===== config.mk =====
export PLATFORM = sky130hd
export DESIGN_NAME = mcsrg_guard
export DESIGN_NICKNAME = d
export VERILOG_FILES = /design/src/hw/mcsrg_pkg.sv /design/src/hw/mcsrg_byte_policy.sv /design/src/hw/mcsrg_guard.sv
export VERILOG_INCLUDE_DIRS = /design/src /design/src/hw
export SDC_FILE = /design/constraint.sdc
export NUM_CORES = 1
export LEC_CHECK = 0
export ABC_CLOCK_PERIOD_IN_PS = 4900
export BUFFER_PORTS_ARGS = -buffer_cell sky130_fd_sc_hd__buf_2
export CORE_MARGIN = 3
export CORE_UTILIZATION = 45
export CTS_CLUSTER_SIZE = 40
export DETAILED_ROUTE_END_ITERATION = 16
export PLACE_DENSITY = 0.77
export SETUP_SLACK_MARGIN = 0.2
export SYNTH_ARGS = -nofsm -noshare
export SYNTH_HDL_FRONTEND = slang
export SYNTH_SLANG_ARGS = --single-unit

===== constraint.sdc =====
create_clock -name clock -period 4.9 [get_ports clock]
set_input_delay 0.245 -clock clock [delete_from_list [all_inputs] [get_ports clock]]
set_output_delay 0.245 -clock clock [all_outputs]
set_load 0.02 [all_outputs]

===== src/hw/mcsrg_cfg.svh =====
// Constants of the mode control and security row guard
`ifndef MCSRG_CFG_SVH
`define MCSRG_CFG_SVH

`define MCSRG_EE_AW      16
`define MCSRG_ROW_BASE   16'hff80
`define MCSRG_FAB_BASE   16'hff00

`define MCSRG_A_MODE     8'h00
`define MCSRG_A_CTRL     8'h04
`define MCSRG_A_ROW_IDX  8'h08
`define MCSRG_A_ROW_DATA 8'h0c
`define MCSRG_A_STATUS   8'h10
`define MCSRG_A_MODE_REQ 8'h14

`define MCSRG_RO_END     7'h20
`define MCSRG_WP_END     7'h30
`define MCSRG_WO_END     7'h50
`define MCSRG_FUSE_IDX   7'h7f
`define MCSRG_HIDDEN     8'h00

`define MCSRG_F_DELIV    0
`define MCSRG_F_CDOPT    1
`define MCSRG_F_CDIS     2
`define MCSRG_F_WPLK     3

`define MCSRG_B_SF       0
`define MCSRG_B_SSF      1
`define MCSRG_B_CFG_CALL 0
`define MCSRG_B_SYS_CALL 1
`define MCSRG_B_CD_WPLK  0
`define MCSRG_B_CD_CDIS  1

`define MCSRG_SSF_RST    1'b1
`define MCSRG_SF_RST     1'b0

`endif


===== src/hw/mcsrg_pkg.sv =====
// Types of the mode control and security row guard
`include "mcsrg_cfg.svh"
package mcsrg_pkg;

    typedef enum logic [2:0] {
        md_boot    = 3'h0,
        md_test    = 3'h1,
        md_special = 3'h2,
        md_system  = 3'h3,
        md_user    = 3'h4
    } mcsrg_mode_t;

    typedef enum logic [1:0] {
        sup_boot    = 2'h0,
        sup_test    = 2'h1,
        sup_special = 2'h2,
        sup_none    = 2'h3
    } mcsrg_super_t;

    typedef enum logic [1:0] {
        ph_fetch = 2'h0,
        ph_load  = 2'h1,
        ph_run   = 2'h2,
        ph_halt  = 2'h3
    } mcsrg_phase_t;

    typedef struct packed {
        logic [`MCSRG_EE_AW-1:0] addr;
        logic [7:0]              wdata;
        logic                    we;
        logic                    rd;
    } mcsrg_ee_t;

    typedef struct packed {
        mcsrg_phase_t phase;
        logic         ssf;
        logic         sf;
        mcsrg_super_t sup;
        mcsrg_mode_t  mode;
        logic         run;
        logic [7:0]   fuse;
        logic [7:0]   row_idx;
        logic [7:0]   latch;
        logic [1:0]   fetch;
        logic         refused;
        mcsrg_ee_t    ee;
        logic [31:0]  rdata;
    } mcsrg_state_t;

endpackage


===== src/hw/mcsrg_byte_policy.sv =====
// Write merge and read visibility of one protected row byte
`timescale 1ns/1ns
`include "mcsrg_cfg.svh"
module mcsrg_byte_policy (
    // Byte position and contents
    input  wire logic [6:0] idx,
    input  wire logic [7:0] old_byte,
    input  wire logic [7:0] new_byte,
    // Privilege and lock
    input  wire logic       test_mode,
    input  wire logic       wp_locked,
    // Result
    output logic      [7:0] merged,
    output logic            visible
);
    always_comb begin
        merged  = old_byte;
        visible = 1'b1;
        if (idx < `MCSRG_RO_END) begin
            if (test_mode) begin
                merged = new_byte;
            end
        end else if (idx < `MCSRG_WP_END) begin
            if (test_mode || !wp_locked) begin
                merged = new_byte;
            end
        end else if (idx < `MCSRG_WO_END) begin
            // Only ones can be added; test mode is held to the same limit
            merged = old_byte | new_byte;
        end else begin
            // Configuration bytes: hidden outside test mode, settable in test only
            visible = test_mode;
            if (test_mode) begin
                merged = old_byte | new_byte;
            end
        end
    end
endmodule


===== src/hw/mcsrg_guard.sv =====
// Mode control and security row guard, top level
`timescale 1ns/1ns
`include "mcsrg_cfg.svh"
module mcsrg_guard import mcsrg_pkg::*; (
    // Clock and reset
    input  wire logic                    clock,
    input  wire logic                    reset,
    // Hardware test availability
    input  wire logic                    test_hw_avail,
    // Register port
    input  wire logic [7:0]              reg_addr,
    input  wire logic [31:0]             reg_wdata,
    input  wire logic                    reg_wr,
    input  wire logic                    reg_rd,
    output logic      [31:0]             reg_rdata,
    // EEPROM port
    output logic      [`MCSRG_EE_AW-1:0] ee_addr,
    output logic      [7:0]              ee_wdata,
    output logic                         ee_we,
    output logic                         ee_rd,
    input  wire logic [7:0]              ee_rdata,
    // Mode and configuration
    output mcsrg_mode_t                  cpu_mode,
    output logic                         cpu_run,
    output logic      [1:0]              mode_status_word,
    output logic      [7:0]              fuse_cfg
);
    mcsrg_state_t s;
    mcsrg_state_t next_s;
    logic [7:0]   pol_merged;
    logic         pol_visible;
    logic         in_test;

    assign in_test = (s.mode == md_test);

    ////////////////////////////////////////////////////////////////////////
    // Row byte policy

    mcsrg_byte_policy u_policy (
        .idx       (s.row_idx[6:0]),
        .old_byte  (s.latch),
        .new_byte  (reg_wdata[7:0]),
        .test_mode (in_test),
        .wp_locked (s.fuse[`MCSRG_F_WPLK]),
        .merged    (pol_merged),
        .visible   (pol_visible)
    );

    function automatic logic [`MCSRG_EE_AW-1:0] row_addr(input logic [7:0] idx);
        // Bit 7 selects the factory init area below the protected row
        if (idx[7]) begin
            row_addr = `MCSRG_FAB_BASE | {9'h000, idx[6:0]};
        end else begin
            row_addr = `MCSRG_ROW_BASE | {9'h000, idx[6:0]};
        end
    endfunction

    function automatic mcsrg_mode_t mode_of(input logic ssf, input logic sf,
                                            input mcsrg_super_t sup);
        if (ssf) begin
            unique case (sup)
                sup_boot:  mode_of = md_boot;
                sup_test:  mode_of = md_test;
                default:   mode_of = md_special;
            endcase
        end else if (sf) begin
            mode_of = md_system;
        end else begin
            mode_of = md_user;
        end
    endfunction

    ////////////////////////////////////////////////////////////////////////
    // Next state

    always_comb begin
        logic [7:0] nf;
        logic       t_ok;
        logic       blocked;
        nf      = s.fuse;
        t_ok    = 1'b0;
        blocked = 1'b0;
        next_s          = s;
        next_s.ee.we    = 1'b0;
        next_s.ee.rd    = 1'b0;
        next_s.rdata    = 32'h0000_0000;
        next_s.fetch    = {s.fetch[0], 1'b0};
        unique case (s.phase)
            ph_fetch: begin
                next_s.ee.rd   = 1'b1;
                next_s.ee.addr = row_addr({1'b0, `MCSRG_FUSE_IDX});
                next_s.fetch   = 2'b01;
                next_s.phase   = ph_load;
            end
            ph_load: begin
                if (s.fetch[1]) begin
                    next_s.fuse = ee_rdata;
                    t_ok    = test_hw_avail && !ee_rdata[`MCSRG_F_DELIV];
                    blocked = ee_rdata[`MCSRG_F_CDOPT] && ee_rdata[`MCSRG_F_CDIS];
                    if (blocked) begin
                        next_s.phase = ph_halt;
                    end else if (t_ok) begin
                        next_s.phase = ph_run;
                        next_s.sup   = sup_test;
                        next_s.run   = 1'b1;
                    end else begin
                        next_s.phase = ph_run;
                        next_s.sup   = sup_special;
                        next_s.ssf   = 1'b0;
                        next_s.sf    = 1'b1;
                        next_s.run   = 1'b1;
                    end
                end
            end
            ph_run: begin
                if (s.fetch[1]) begin
                    next_s.latch = ee_rdata;
                end
                // Registers answer only once boot is over, so boot stays unseen
                if (reg_wr) begin
                    unique case (reg_addr)
                        `MCSRG_A_MODE: begin
                            next_s.ssf = s.ssf & reg_wdata[`MCSRG_B_SSF];
                            next_s.sf  = s.sf & reg_wdata[`MCSRG_B_SF];
                        end
                        `MCSRG_A_MODE_REQ: begin
                            next_s.refused = 1'b0;
                            if (reg_wdata[`MCSRG_B_CFG_CALL]) begin
                                next_s.ssf = 1'b1;
                            end
                            if (reg_wdata[`MCSRG_B_SYS_CALL] && s.mode == md_user) begin
                                next_s.sf = 1'b1;
                            end
                            unique case (mcsrg_super_t'(reg_wdata[3:2]))
                                sup_boot: begin
                                    next_s.refused = 1'b1;
                                end
                                sup_test: begin
                                    if (s.sup == sup_boot && !s.fuse[`MCSRG_F_DELIV]) begin
                                        next_s.sup = sup_test;
                                    end else begin
                                        next_s.refused = 1'b1;
                                    end
                                end
                                sup_special: begin
                                    next_s.sup = sup_special;
                                end
                                sup_none: begin
                                end
                            endcase
                        end
                        `MCSRG_A_CTRL: begin
                            if (reg_wdata[`MCSRG_B_CD_WPLK]) begin
                                nf[`MCSRG_F_WPLK] = 1'b1;
                            end
                            if (reg_wdata[`MCSRG_B_CD_CDIS] && s.fuse[`MCSRG_F_CDOPT]) begin
                                nf[`MCSRG_F_CDIS] = 1'b1;
                            end
                            if (nf != s.fuse) begin
                                next_s.fuse     = nf;
                                next_s.ee.we    = 1'b1;
                                next_s.ee.addr  = row_addr({1'b0, `MCSRG_FUSE_IDX});
                                next_s.ee.wdata = nf;
                                if (s.row_idx == {1'b0, `MCSRG_FUSE_IDX}) begin
                                    next_s.latch = nf;
                                end
                            end
                        end
                        `MCSRG_A_ROW_IDX: begin
                            next_s.row_idx = reg_wdata[7:0];
                            next_s.ee.rd   = 1'b1;
                            next_s.ee.addr = row_addr(reg_wdata[7:0]);
                            next_s.fetch   = 2'b01;
                        end
                        `MCSRG_A_ROW_DATA: begin
                            if (s.row_idx[7]) begin
                                nf = reg_wdata[7:0];
                            end else begin
                                nf = pol_merged;
                            end
                            // A write that changes nothing is dropped quietly
                            if (nf != s.latch) begin
                                next_s.latch    = nf;
                                next_s.ee.we    = 1'b1;
                                next_s.ee.addr  = row_addr(s.row_idx);
                                next_s.ee.wdata = nf;
                                if (s.row_idx == {1'b0, `MCSRG_FUSE_IDX}) begin
                                    next_s.fuse = nf;
                                end
                            end
                        end
                        default: begin
                        end
                    endcase
                end
                if (reg_rd) begin
                    unique case (reg_addr)
                        `MCSRG_A_MODE: begin
                            next_s.rdata[1:0] = {s.ssf, s.sf};
                        end
                        `MCSRG_A_CTRL: begin
                            next_s.rdata[1:0] = {s.fuse[`MCSRG_F_CDIS], s.fuse[`MCSRG_F_WPLK]};
                        end
                        `MCSRG_A_ROW_IDX: begin
                            next_s.rdata[7:0] = s.row_idx;
                        end
                        `MCSRG_A_ROW_DATA: begin
                            if (s.row_idx[7] || pol_visible) begin
                                next_s.rdata[7:0] = s.latch;
                            end else begin
                                next_s.rdata[7:0] = `MCSRG_HIDDEN;
                            end
                        end
                        `MCSRG_A_STATUS: begin
                            next_s.rdata[7:0] = {1'b0, s.refused, s.fuse[`MCSRG_F_DELIV],
                                                 s.sup, s.mode};
                        end
                        default: begin
                        end
                    endcase
                end
            end
            ph_halt: begin
            end
        endcase
        next_s.mode = mode_of(next_s.ssf, next_s.sf, next_s.sup);
    end

    ////////////////////////////////////////////////////////////////////////
    // State register

    always_ff @(posedge clock or posedge reset) begin
        if (reset) begin
            s <= '{phase:   ph_fetch,
                   ssf:     `MCSRG_SSF_RST,
                   sf:      `MCSRG_SF_RST,
                   sup:     sup_boot,
                   mode:    md_boot,
                   run:     1'b0,
                   fuse:    8'h00,
                   row_idx: 8'h00,
                   latch:   8'h00,
                   fetch:   2'h0,
                   refused: 1'b0,
                   ee:      '0,
                   rdata:   32'h0000_0000};
        end else begin
            s <= next_s;
        end
    end

    assign reg_rdata        = s.rdata;
    assign ee_addr          = s.ee.addr;
    assign ee_wdata         = s.ee.wdata;
    assign ee_we            = s.ee.we;
    assign ee_rd            = s.ee.rd;
    assign cpu_mode         = s.mode;
    assign cpu_run          = s.run;
    assign mode_status_word = {s.ssf, s.sf};
    assign fuse_cfg         = s.fuse;

    ////////////////////////////////////////////////////////////////////////
    // Checks

    logic [2:0] cyc;
    logic       ee_in_row;
    always_ff @(posedge clock or posedge reset) begin
        if (reset) begin
            cyc <= 3'h0;
        end else if (cyc != 3'h7) begin
            cyc <= cyc + 3'h1;
        end
    end
    assign ee_in_row = (ee_addr[15:7] == `MCSRG_ROW_BASE >> 7);
endmodule


==> flow_summary.yaml, run 1 <==
die:
  die-area_um2: 12400
  die_y_um: 112
  die_w_um: 112
  ios: 125
  start_util_pct: 47.5
  num_rows: 37
  core-area_um2: 10600
timing:
  fin_tns_setup_ns: 0
  tightest_slew_ns: 1.21
  setup_viol: 0
  post-route-min-period_ns: 3.53
  period_share_pct: 72.1
  maxSlewHeadroom_pct: 18.9
  drv_slew: 0
  fmax_ghz: 0.283
  finalClockSkew_ns: 0.0103
  hold_viol: 0
  rsz0062_at_grt: "false"
global_routing:
  grt_usage_pct: 23.9
  grt_pass1_wl_um: 24100
  antenna_found_initial: 0
  overflow: 0
  grt_max_degree: 64
  grt_pass1_vias: 4409
clocking:
  cts_buffers: 9
  cts_max_path_buffers: 2
  cts_num_sinks: 63
  clk_pin_slew_ns: 0.07
  clk-insertion-delay-late_ns: 0.34
  clk_root_buffer_cell: "clkbuf_8"
  cts.htree.levels: 3
  holdBufCountCts: 0
  cts_tree: "done"
  cts.repair.resized: 0
  post_cts_buffers: 0
power:
  power_density_nw_per_um2: 212
  vdd_drop_max_uv: 115
  totalPowerFinal_uw: 1100
  leakagePower_uw: 0.00229
synth:
  synth_edf_count: 0
  synthTopCellsByArea: "dfrtp_1 (31%), buf_4 (10%), nand2_1 (4.9%), o21ai_0 (4.1%), mux2_2 (4.0%)"
  ys_types: 73
  yosys.area.top_type: "dfrtp_1"
  ys_seq_area_share_pct: 31.5
  synth.most_common_cell: "buf_4"
  synth-async-reset-ratio_pct: 100
  synth_top_area_share_pct: 31.0
  ys_ff_latch: 63
  post_synth.cell_area_avg_um2: 8.33
  synth_cells: 601
  synth_common_cells: "buf_4 (69), nand2_1 (66), dfrtp_1 (62)"
  syn_area_um2: 5010
  yosys_most_used_dff: "dfrtp_1"
  yosys_warnings: 0
drt:
  drtPass1Iterations: 7
  routed_wl_um: 15400
  final_antenna_net_count: 0
  viasPerCell: 6.54
  drtIter0Drc: 606
  drcViolationCount: 0
  vias: 4910
  wl_per_cell_um: 20.5
layout:
  finalNonFillerCells: 751
  num-fill-cells: 1024
  final_nets: 669
  multiInputGateArea_um2: 2750
  diodes: 0
  layout-drive-gt1-share_pct: 20.3
  design_area_um2: 5200
  syn_to_final_growth_pct: 3.80
  seqCellArea_um2: 1580
placement:
  place.gp.congestion: 0.989
  port_buffers: 76
  post_dp_cell_area_um2: 4990
  placedCellCount: 735
  dp_hpwl_um: 11300
worst_setup_path:
  crit_fanout: 18
  cp-startpoint: "fuse_cfg[3]"
  r2r_slack_ns: 1.37
  endpoint_kind: "flip-flop"
  crit_type: "reg -> reg"
  startpoint_type: "flip-flop"
  r2r_start: "fuse_cfg[3]"
  crit_arrival_ns: 3.76
  required_ns: 5.13
run:
  cap_violations: 0
run_status:
  status: "completed"
min_path:
  hp-class: "in -> async"
==> through the flow <==
step,setup WS [ns],hold WS [ns],util (%)
after floorplan,2.33,0.361,-
after global placement,1.57,0.460,47.2
after detailed placement,1.50,0.479,47.2
after CTS,1.46,0.156,49.3
after global routing,1.16,0.175,49.3
final,1.37,0.108,49.3
==> routing by layer <==
metal  GRT usage (%)  wire, µm
met5               0         0
met4            12.2       636
met3            5.71      1580
met2            36.0      7070
met1            32.0      6110
==> report_power, final <==
group          switching [µW]  internal [µW]  leakage (µW)
Clock                     218            285      0.000102
Sequential                  0            520      0.000757
Combinational            62.4           17.6       0.00143
Total                     280            822       0.00229
==> critical path: stages (launching register included) <==
cell and delay, ns:
dfrtp_1 0.77, nand2b_1 0.16, a2111oi_0 0.62, a2bb2oi_1 0.27
and4_4 0.26, and2_4 0.14, nand3_1 0.49, a32o_1 0.46
mux2_2 0.25
==> state kept, by name (all words and copies together), names as in the netlist <==
register and count:
cpu_run 1, reg_rdata 8, fuse_cfg 8, s 23, ee_we 1, ee_wdata 8, cpu_mode 3, ee_addr 9
mode_status_word 2
==> final cells by class <==
class                      instances  share of cell area (%)
tap                              136                    3.27
timing repair buffer              79                    7.75
clock buffer                      10                    2.45
inverter                          24                    1.73
sequential                        63                    30.3
multi-input combinational        433                    52.8
clock inverter                     6                    1.64
==> cells in the final DEF, fill, tap and decap left out, drive strengths merged, types with 7 or more instances in the layout <==
cell type	Yosys	routed
a21oi	30	30
a221o	8	8
a222oi	7	7
a31oi	8	8
buf	77	79
clkbuf	27	10
conb	1	24
dfrtp	62	62
inv	24	24
mux2	18	18
mux2i	12	12
nand2	66	66
nand2b	11	11
nand3	11	11
nor2	37	37
nor3	10	10
o211ai	16	16
o21ai	45	45
o311ai	10	10
==> path summary, 6_finish.rpt <==
path	endpoint	cells after the start
worst max-delay path	ee_wdata[1]	8
worst min-delay path	s[66]	3
worst max register to register	ee_wdata[1]	8
worst min register to register	cpu_run	1
max in group asynchronous	reg_rdata[1]	3
min in group clock	s[67]	2
==> cell families (layout without fill, tap and decap cells) <==
| kind of cell | count (synthesis) | after routing | synth area share [%] |
|---|---|---|---|
| flops | 63 | 63 | 31.5 |
| buf+inv | 128 | 119 | 15.4 |
| simple gates | 178 | 178 | 17.4 |
| mux | 30 | 30 | 6.45 |
| xor+xnor | 2 | 2 | 0.350 |
| other cells | 1 | 24 | 0.0749 |
| compound gates | 193 | 193 | 27.4 |
| fa+ha+maj | 6 | 6 | 1.50 |
Power figures use the tool's default switching activity.
==> inputs of run 2 (changes only) <==
--- a/config.mk
+++ b/config.mk
@@ -6,13 +6,13 @@
 export SDC_FILE = /design/constraint.sdc
 export NUM_CORES = 1
 export LEC_CHECK = 0
-export ABC_CLOCK_PERIOD_IN_PS = 4900
+export ABC_CLOCK_PERIOD_IN_PS = 2850
 export BUFFER_PORTS_ARGS = -buffer_cell sky130_fd_sc_hd__buf_2
 export CORE_MARGIN = 3
 export CORE_UTILIZATION = 45
 export CTS_CLUSTER_SIZE = 40
 export DETAILED_ROUTE_END_ITERATION = 16
-export PLACE_DENSITY = 0.77
+export PLACE_DENSITY = 0.8
 export SETUP_SLACK_MARGIN = 0.2
 export SYNTH_ARGS = -nofsm -noshare
 export SYNTH_HDL_FRONTEND = slang
==> constraint.sdc (replaced) <==
create_clock -name clock -period 2.85 [get_ports clock]
set_input_delay 0.1425 -clock clock [delete_from_list [all_inputs] [get_ports clock]]
set_output_delay 0.1425 -clock clock [all_outputs]
set_load 0.02 [all_outputs]
==> run 2 against run 1 <==
Sequential cell count stayed put. Count of clock-buffer cells in the layout is 3 higher. Wire length is 17% higher. Power is 70% higher. Sequential share of layout area is 5.0 points lower. Cell count is 11% higher. Critical path depth is 6 higher. Critical path type unchanged. Clock power is 65% higher. Sequential power is 72% higher. Clock skew is 0.0019 ns higher.
==> flow_summary.yaml, run 2 (synthesis gave the netlist of run 1 again) <==
placement:
  dp_hpwl_um: 12800
  port_buffers: 76
  post_dp_cell_area_um2: 5490
  place.gp.congestion: 0.984
drt:
  final_antenna_net_count: 0
  drtIter0Drc: 729
  wl_per_cell_um: 21.6
  vias: 5355
  viasPerCell: 6.41
  drcViolationCount: 0
  routed_wl_um: 18000
  drtPass1Iterations: 7
clocking:
  clk_root_buffer_cell: "clkbuf_8"
  cts_num_sinks: 63
  cts_buffers: 9
  clk-insertion-delay-late_ns: 0.36
  cts.htree.levels: 3
  cts_max_path_buffers: 2
  holdBufCountCts: 0
  cts_tree: "done"
  clk_pin_slew_ns: 0.07
layout:
  layout-drive-gt1-share_pct: 35.3
  syn_to_final_growth_pct: 24.5
  final_common_cell: "buf_2"
  layout_common_cells: "buf_2 (76), buf_4 (74), nand2_1 (66)"
  design_area_um2: 6240
  largest_reg_flops: 23
  final_nets: 753
  top_register: "s"
  diodes: 0
  final_util_pct: 59.1
die:
  die_w_um: 112
  die-area_um2: 12400
  ios: 125
  die_y_um: 112
  start_util_pct: 47.5
  core-area_um2: 10600
  num_rows: 37
worst_setup_path:
  crit_arrival_ns: 3.01
  reg2regPathDepth: 14
  crit_fanout: 8
  r2r_slack_ns: 0.08
  startpoint_type: "flip-flop"
  timing.rr.end: "ee_wdata[6]"
  r2r_start: "s[74]"
  required_ns: 3.09
  endpoint_kind: "flip-flop"
  crit_type: "reg -> reg"
timing:
  post-route-min-period_ns: 2.77
  maxSlewHeadroom_pct: 35.5
  rsz0062_at_grt: "true"
  tightest_slew_ns: 0.966
  finalClockSkew_ns: 0.0121
  drv_slew: 0
  period_share_pct: 97.3
  setup_viol: 0
  hold_viol: 0
  fmax_ghz: 0.361
global_routing:
  grt_usage_pct: 27.7
  grt_max_degree: 45
  overflow: 0
  antenna_found_initial: 0
  grt_pass1_wl_um: 27600
  grt_pass1_vias: 5093
power:
  power_density_nw_per_um2: 300
  totalPowerFinal_uw: 1870
  switchingPower_uw: 469
  swShare_pct: 25.1
  pwr-share-seq_pct: 47.8
  intPower_uw: 1400
  pwr-share-comb_pct: 7.8
  leakagePower_uw: 0.00286
  vdd_drop_max_uv: 234
  clkPwrFrac_pct: 44.4
run:
  cap_violations: 0
run_status:
  status: "completed"
min_path:
  hp-class: "in -> async"
-- run 2: cell count changes in the layout (fill, tap and decap cells not counted), sizes merged --
cell	previous run	this run
bufinv	2	1
buf	79	162
clkinvlp	2	0
nand3b	1	2
clkbuf	10	13
-- run 2: cell type report --
class / count / area, µm²
clock buffer: 13 / 169
clock inverter: 3 / 40.0
fill: 932 / 4320
inverter: 24 / 90.1
multi-input combinational: 434 / 3080
sequential: 63 / 1580
tap: 136 / 170
timing repair buffer: 162 / 1100
-- run 2: metal layers --
layer | global-route usage (%) | share of wire [%]
met3 | 5.98 | 9.7
met4 | 11.8 | 4.0
met2 | 45.2 | 47
met5 | 0 | 0
met1 | 35.6 | 40
-- run 2: timing repair --
| item | CTS | global route |
|---|---|---|
| endpoints found under the hold margin | 0 | 0 |
| cloned | 1 | 1 |
| endpoints found under the setup margin | 33 | 32 |
| pin swaps | 14 | 24 |
| resized for setup | 44 | 47 |
| buffers inserted | 10 | 5 |
-- run 2: power groups by stage --
stage	logic (µW)	registers [µW]	clock network, µW
2_1_floorplan	105	911	0
3_3_place_gp	138	911	0
3_5_place_dp	140	911	0
4_1_cts	141	894	834
5_1_grt	157	893	883
6_report	146	894	829
-- run 2: stage by stage --
stage / std cells / hold WS [ns] / setup WS [ns] / setup TNS [ns]
3_3_place_gp: 802 / 0.405 / -0.103 / -0.871
4_1_cts: 829 / 0.0441 / 0.177 / 0
2_1_floorplan: 624 / 0.258 / 0.281 / 0
5_1_grt: 835 / 0.0718 / 0.0115 / 0
6_report: 835 / 0.00828 / 0.0767 / 0
3_5_place_dp: 802 / 0.421 / -0.214 / -2.32
-- run 2: worst max path at each step --
stage / start / end / cells after the start
floorplan: cpu_mode[1] / fuse_cfg[4] / 10
global placement: cpu_mode[0] / s[67] / 11
detailed placement: cpu_mode[0] / s[66] / 11
CTS: cpu_mode[2] / fuse_cfg[4] / 11
global route: s[74] / ee_wdata[6] / 14
finish: s[74] / ee_wdata[6] / 14
-- run 2: worst max-delay path, cell delays in order, from the launching register on --
cell,delay [ns]
dfrtp_2,0.47
buf_4,0.16
buf_4,0.16
nor2_2,0.13
nor2_1,0.05
buf_4,0.15
buf_4,0.14
nand4_1,0.09
o211ai_1,0.17
nor2_2,0.23
and3_4,0.26
buf_6,0.15
buf_4,0.13
o31ai_4,0.07
mux2_4,0.28
==> inputs of run 3 (changes only) <==
--- a/config.mk
+++ b/config.mk
@@ -6,6 +6,7 @@
 export SDC_FILE = /design/constraint.sdc
 export NUM_CORES = 1
 export LEC_CHECK = 0
+export ABC_AREA = 1
 export ABC_CLOCK_PERIOD_IN_PS = 2850
 export BUFFER_PORTS_ARGS = -buffer_cell sky130_fd_sc_hd__buf_2
 export CORE_MARGIN = 3
==> run 3 against run 2 <==
Power grew to 2.6 times the previous value. Maximum frequency is 10% higher. Synthesized cell count is 24% higher. Die area is 3.0% higher. Sequential cell count stayed put.
==> flow_summary.yaml, run 3 <==
worst_setup_path:
  startpoint_type: "flip-flop"
  crit_type: "reg -> reg"
  endpoint_kind: "flip-flop"
  crit_arrival_ns: 2.74
  crit_fanout: 9
  required_ns: 3.07
layout:
  top_register: "s"
  final_nets: 845
  layout-drive-gt1-share_pct: 23.8
  diodes: 0
  layout_common_cells: "nand2_1 (174), inv_1 (78), buf_2 (76)"
  largest_reg_flops: 23
  num-fill-cells: 1067
  final_common_cell: "nand2_1"
  syn_to_final_growth_pct: 10.4
  finalNonFillerCells: 931
synth:
  ys_seq_area_share_pct: 30.5
  synth-async-reset-ratio_pct: 100
  synthTopCellsByArea: "dfrtp_1 (30%), nand2_1 (13%), buf_4 (10%), inv_1 (5.9%), a21oi_1 (5.7%)"
  yosys.area.top_type: "dfrtp_1"
  synth_edf_count: 0
  synth_common_cells: "nand2_1 (174), inv_1 (81), buf_4 (72)"
  yosys_most_used_dff: "dfrtp_1"
  synth.most_common_cell: "nand2_1"
  synth_top_area_share_pct: 30.0
  post_synth.cell_area_avg_um2: 6.95
  ys_ff_latch: 63
  synth_cells: 743
  syn_area_um2: 5170
  yosys_warnings: 0
  ys_types: 46
drt:
  drtPass1Iterations: 6
  final_antenna_net_count: 0
  drtIter0Drc: 597
  viasPerCell: 5.32
  drcViolationCount: 0
  routed_wl_um: 14600
  wl_per_cell_um: 15.7
  vias: 4955
timing:
  period_share_pct: 88.3
  hold_viol: 0
  setup_viol: 0
  post-route-min-period_ns: 2.52
  fin_tns_setup_ns: 0
  finalClockSkew_ns: 0.00781
  maxSlewHeadroom_pct: 49.8
  rsz0062_at_grt: "false"
  tightest_slew_ns: 0.752
  fmax_ghz: 0.397
  drv_slew: 0
placement:
  placedCellCount: 903
  port_buffers: 76
  place.gp.congestion: 0.955
  dp_hpwl_um: 10400
global_routing:
  grt_pass1_vias: 4558
  grt_max_degree: 36
  overflow: 0
  antenna_found_initial: 0
  grt_pass1_wl_um: 23000
  grt_usage_pct: 22.5
die:
  ios: 125
  start_util_pct: 46.8
  die-area_um2: 12800
  num_rows: 38
  die_y_um: 113
  die_w_um: 113
  core-area_um2: 11000
clocking:
  cts_tree: "done"
  cts_num_sinks: 63
  clk_pin_slew_ns: 0.06
  cts_max_path_buffers: 2
  cts_buffers: 9
  clk-insertion-delay-late_ns: 0.34
  clk_root_buffer_cell: "clkbuf_16"
  cts.htree.levels: 3
run_status:
  status: "completed"
run:
  cap_violations: 0
power:
  power_density_nw_per_um2: 845
  pwr-share-seq_pct: 30.2
  vdd_drop_max_uv: 439
  clkPwrFrac_pct: 27.5
  switchingPower_uw: 2130
  totalPowerFinal_uw: 4820
  pwr-share-comb_pct: 42.3
  swShare_pct: 44.3
  intPower_uw: 2690
  leakagePower_uw: 0.00292
min_path:
  hp-class: "in -> reg"
==> run 3: changes by cell type after synthesis, sizes merged, moves of 10 or more <==
cell / previous run / this run
o211ai: 16 / 6
nand2: 66 / 206
nor2: 37 / 48
nand3: 11 / 52
nand2b: 11 / 0
mux2: 18 / 0
clkbuf: 27 / 10
o21ai: 45 / 67
inv: 24 / 89
a21oi: 30 / 59
mux2i: 12 / 0
==> run 3: per-stage QoR <==
step	cell area [µm²]	utilization, %	setup WS (ns)	hold WS [ns]
after floorplan	5250	-	0.841	0.263
after global placement	5230	47.4	0.307	0.329
after detailed placement	5230	47.4	0.274	0.338
after CTS	5590	50.7	0.238	0.109
after global routing	5710	51.7	0.170	0.136
final	5710	51.7	0.334	0.124
==> run 3: path summary, 6_finish.rpt <==
| kind | from | to | slack [ns] | cells past startpoint |
|---|---|---|---|---|
| setup / recovery | cpu_mode[2] | ee_addr[4] | 0.33 | 17 |
| hold / removal | reg_rd | reg_rdata[1] | 0.12 | 3 |
| setup reg to reg | cpu_mode[2] | ee_addr[4] | 0.33 | 17 |
| hold reg to reg | cpu_run | cpu_run | 0.48 | 1 |
| max in group asynchronous | reset | fuse_cfg[0] | 1.48 | 4 |
| min in group asynchronous | reset | s[76] | 0.50 | 3 |
==> run 3: final cells by class <==
| type | instances | area (µm²) | share of cell area, % |
|---|---|---|---|
| well taps | 140 | 175 | 3.07 |
| inverters | 91 | 342 | 5.99 |
| clock inverters | 7 | 128 | 2.24 |
| multi-input cells | 523 | 2700 | 47.4 |
| clock buffers | 9 | 225 | 3.95 |
| repair buffers | 98 | 556 | 9.73 |
| flip-flops and latches | 63 | 1580 | 27.7 |
==> run 3: logic make-up (layout without fill, tap and decap cells) <==
group / after synthesis / after routing / share of synthesized area (%)
AO/OA/AOI/OAI: 160 / 160 / 17.9
other: 1 / 24 / 0.0726
buffers and inverters: 181 / 205 / 19.5
adder cells (fa/ha/maj): 6 / 6 / 1.45
AND/OR/NAND/NOR: 332 / 333 / 30.5
flip-flops: 63 / 63 / 30.5
==> run 3: critical path, cell delays in order (launching register included) <==
cell	delay, ns
dfrtp_1	0.41
inv_2	0.14
nand3_4	0.15
buf_4	0.19
buf_4	0.13
nand2_1	0.06
nand3_1	0.08
nand2_1	0.09
inv_2	0.04
nand2_2	0.07
nand3_1	0.06
nand2_1	0.08
nand2_2	0.07
nor2_4	0.17
buf_4	0.19
nand4_4	0.20
a21oi_1	0.20
a21oi_1	0.05
==> run 3: power by group through the flow <==
stage                     combinational, µW  clock [µW]  sequential [µW]
after CTS                              1900        1340             1420
after detailed placement               1880           0             1440
after global routing                   2270        1370             1480
after floorplan                        1710           0             1320
after global placement                 1860           0             1430
final                                  2040        1330             1450
==> run 3: per-layer routing <==
layer	vias up	part of all wire (%)	global-route usage, %
li1	2420	-	-
met1	2214	42	31.5
met2	269	44	33.5
met3	52	11	4.06
met4	0	4.2	10.7
met5	-	0	0
==> run 3: what timing repair did <==
item                       in CTS  in global routing
setup buffers                   0                 10
setup endpoints to repair       0                 28
resized for setup               0                  8
hold buffers                    1                  0
hold endpoints to repair       33                  0
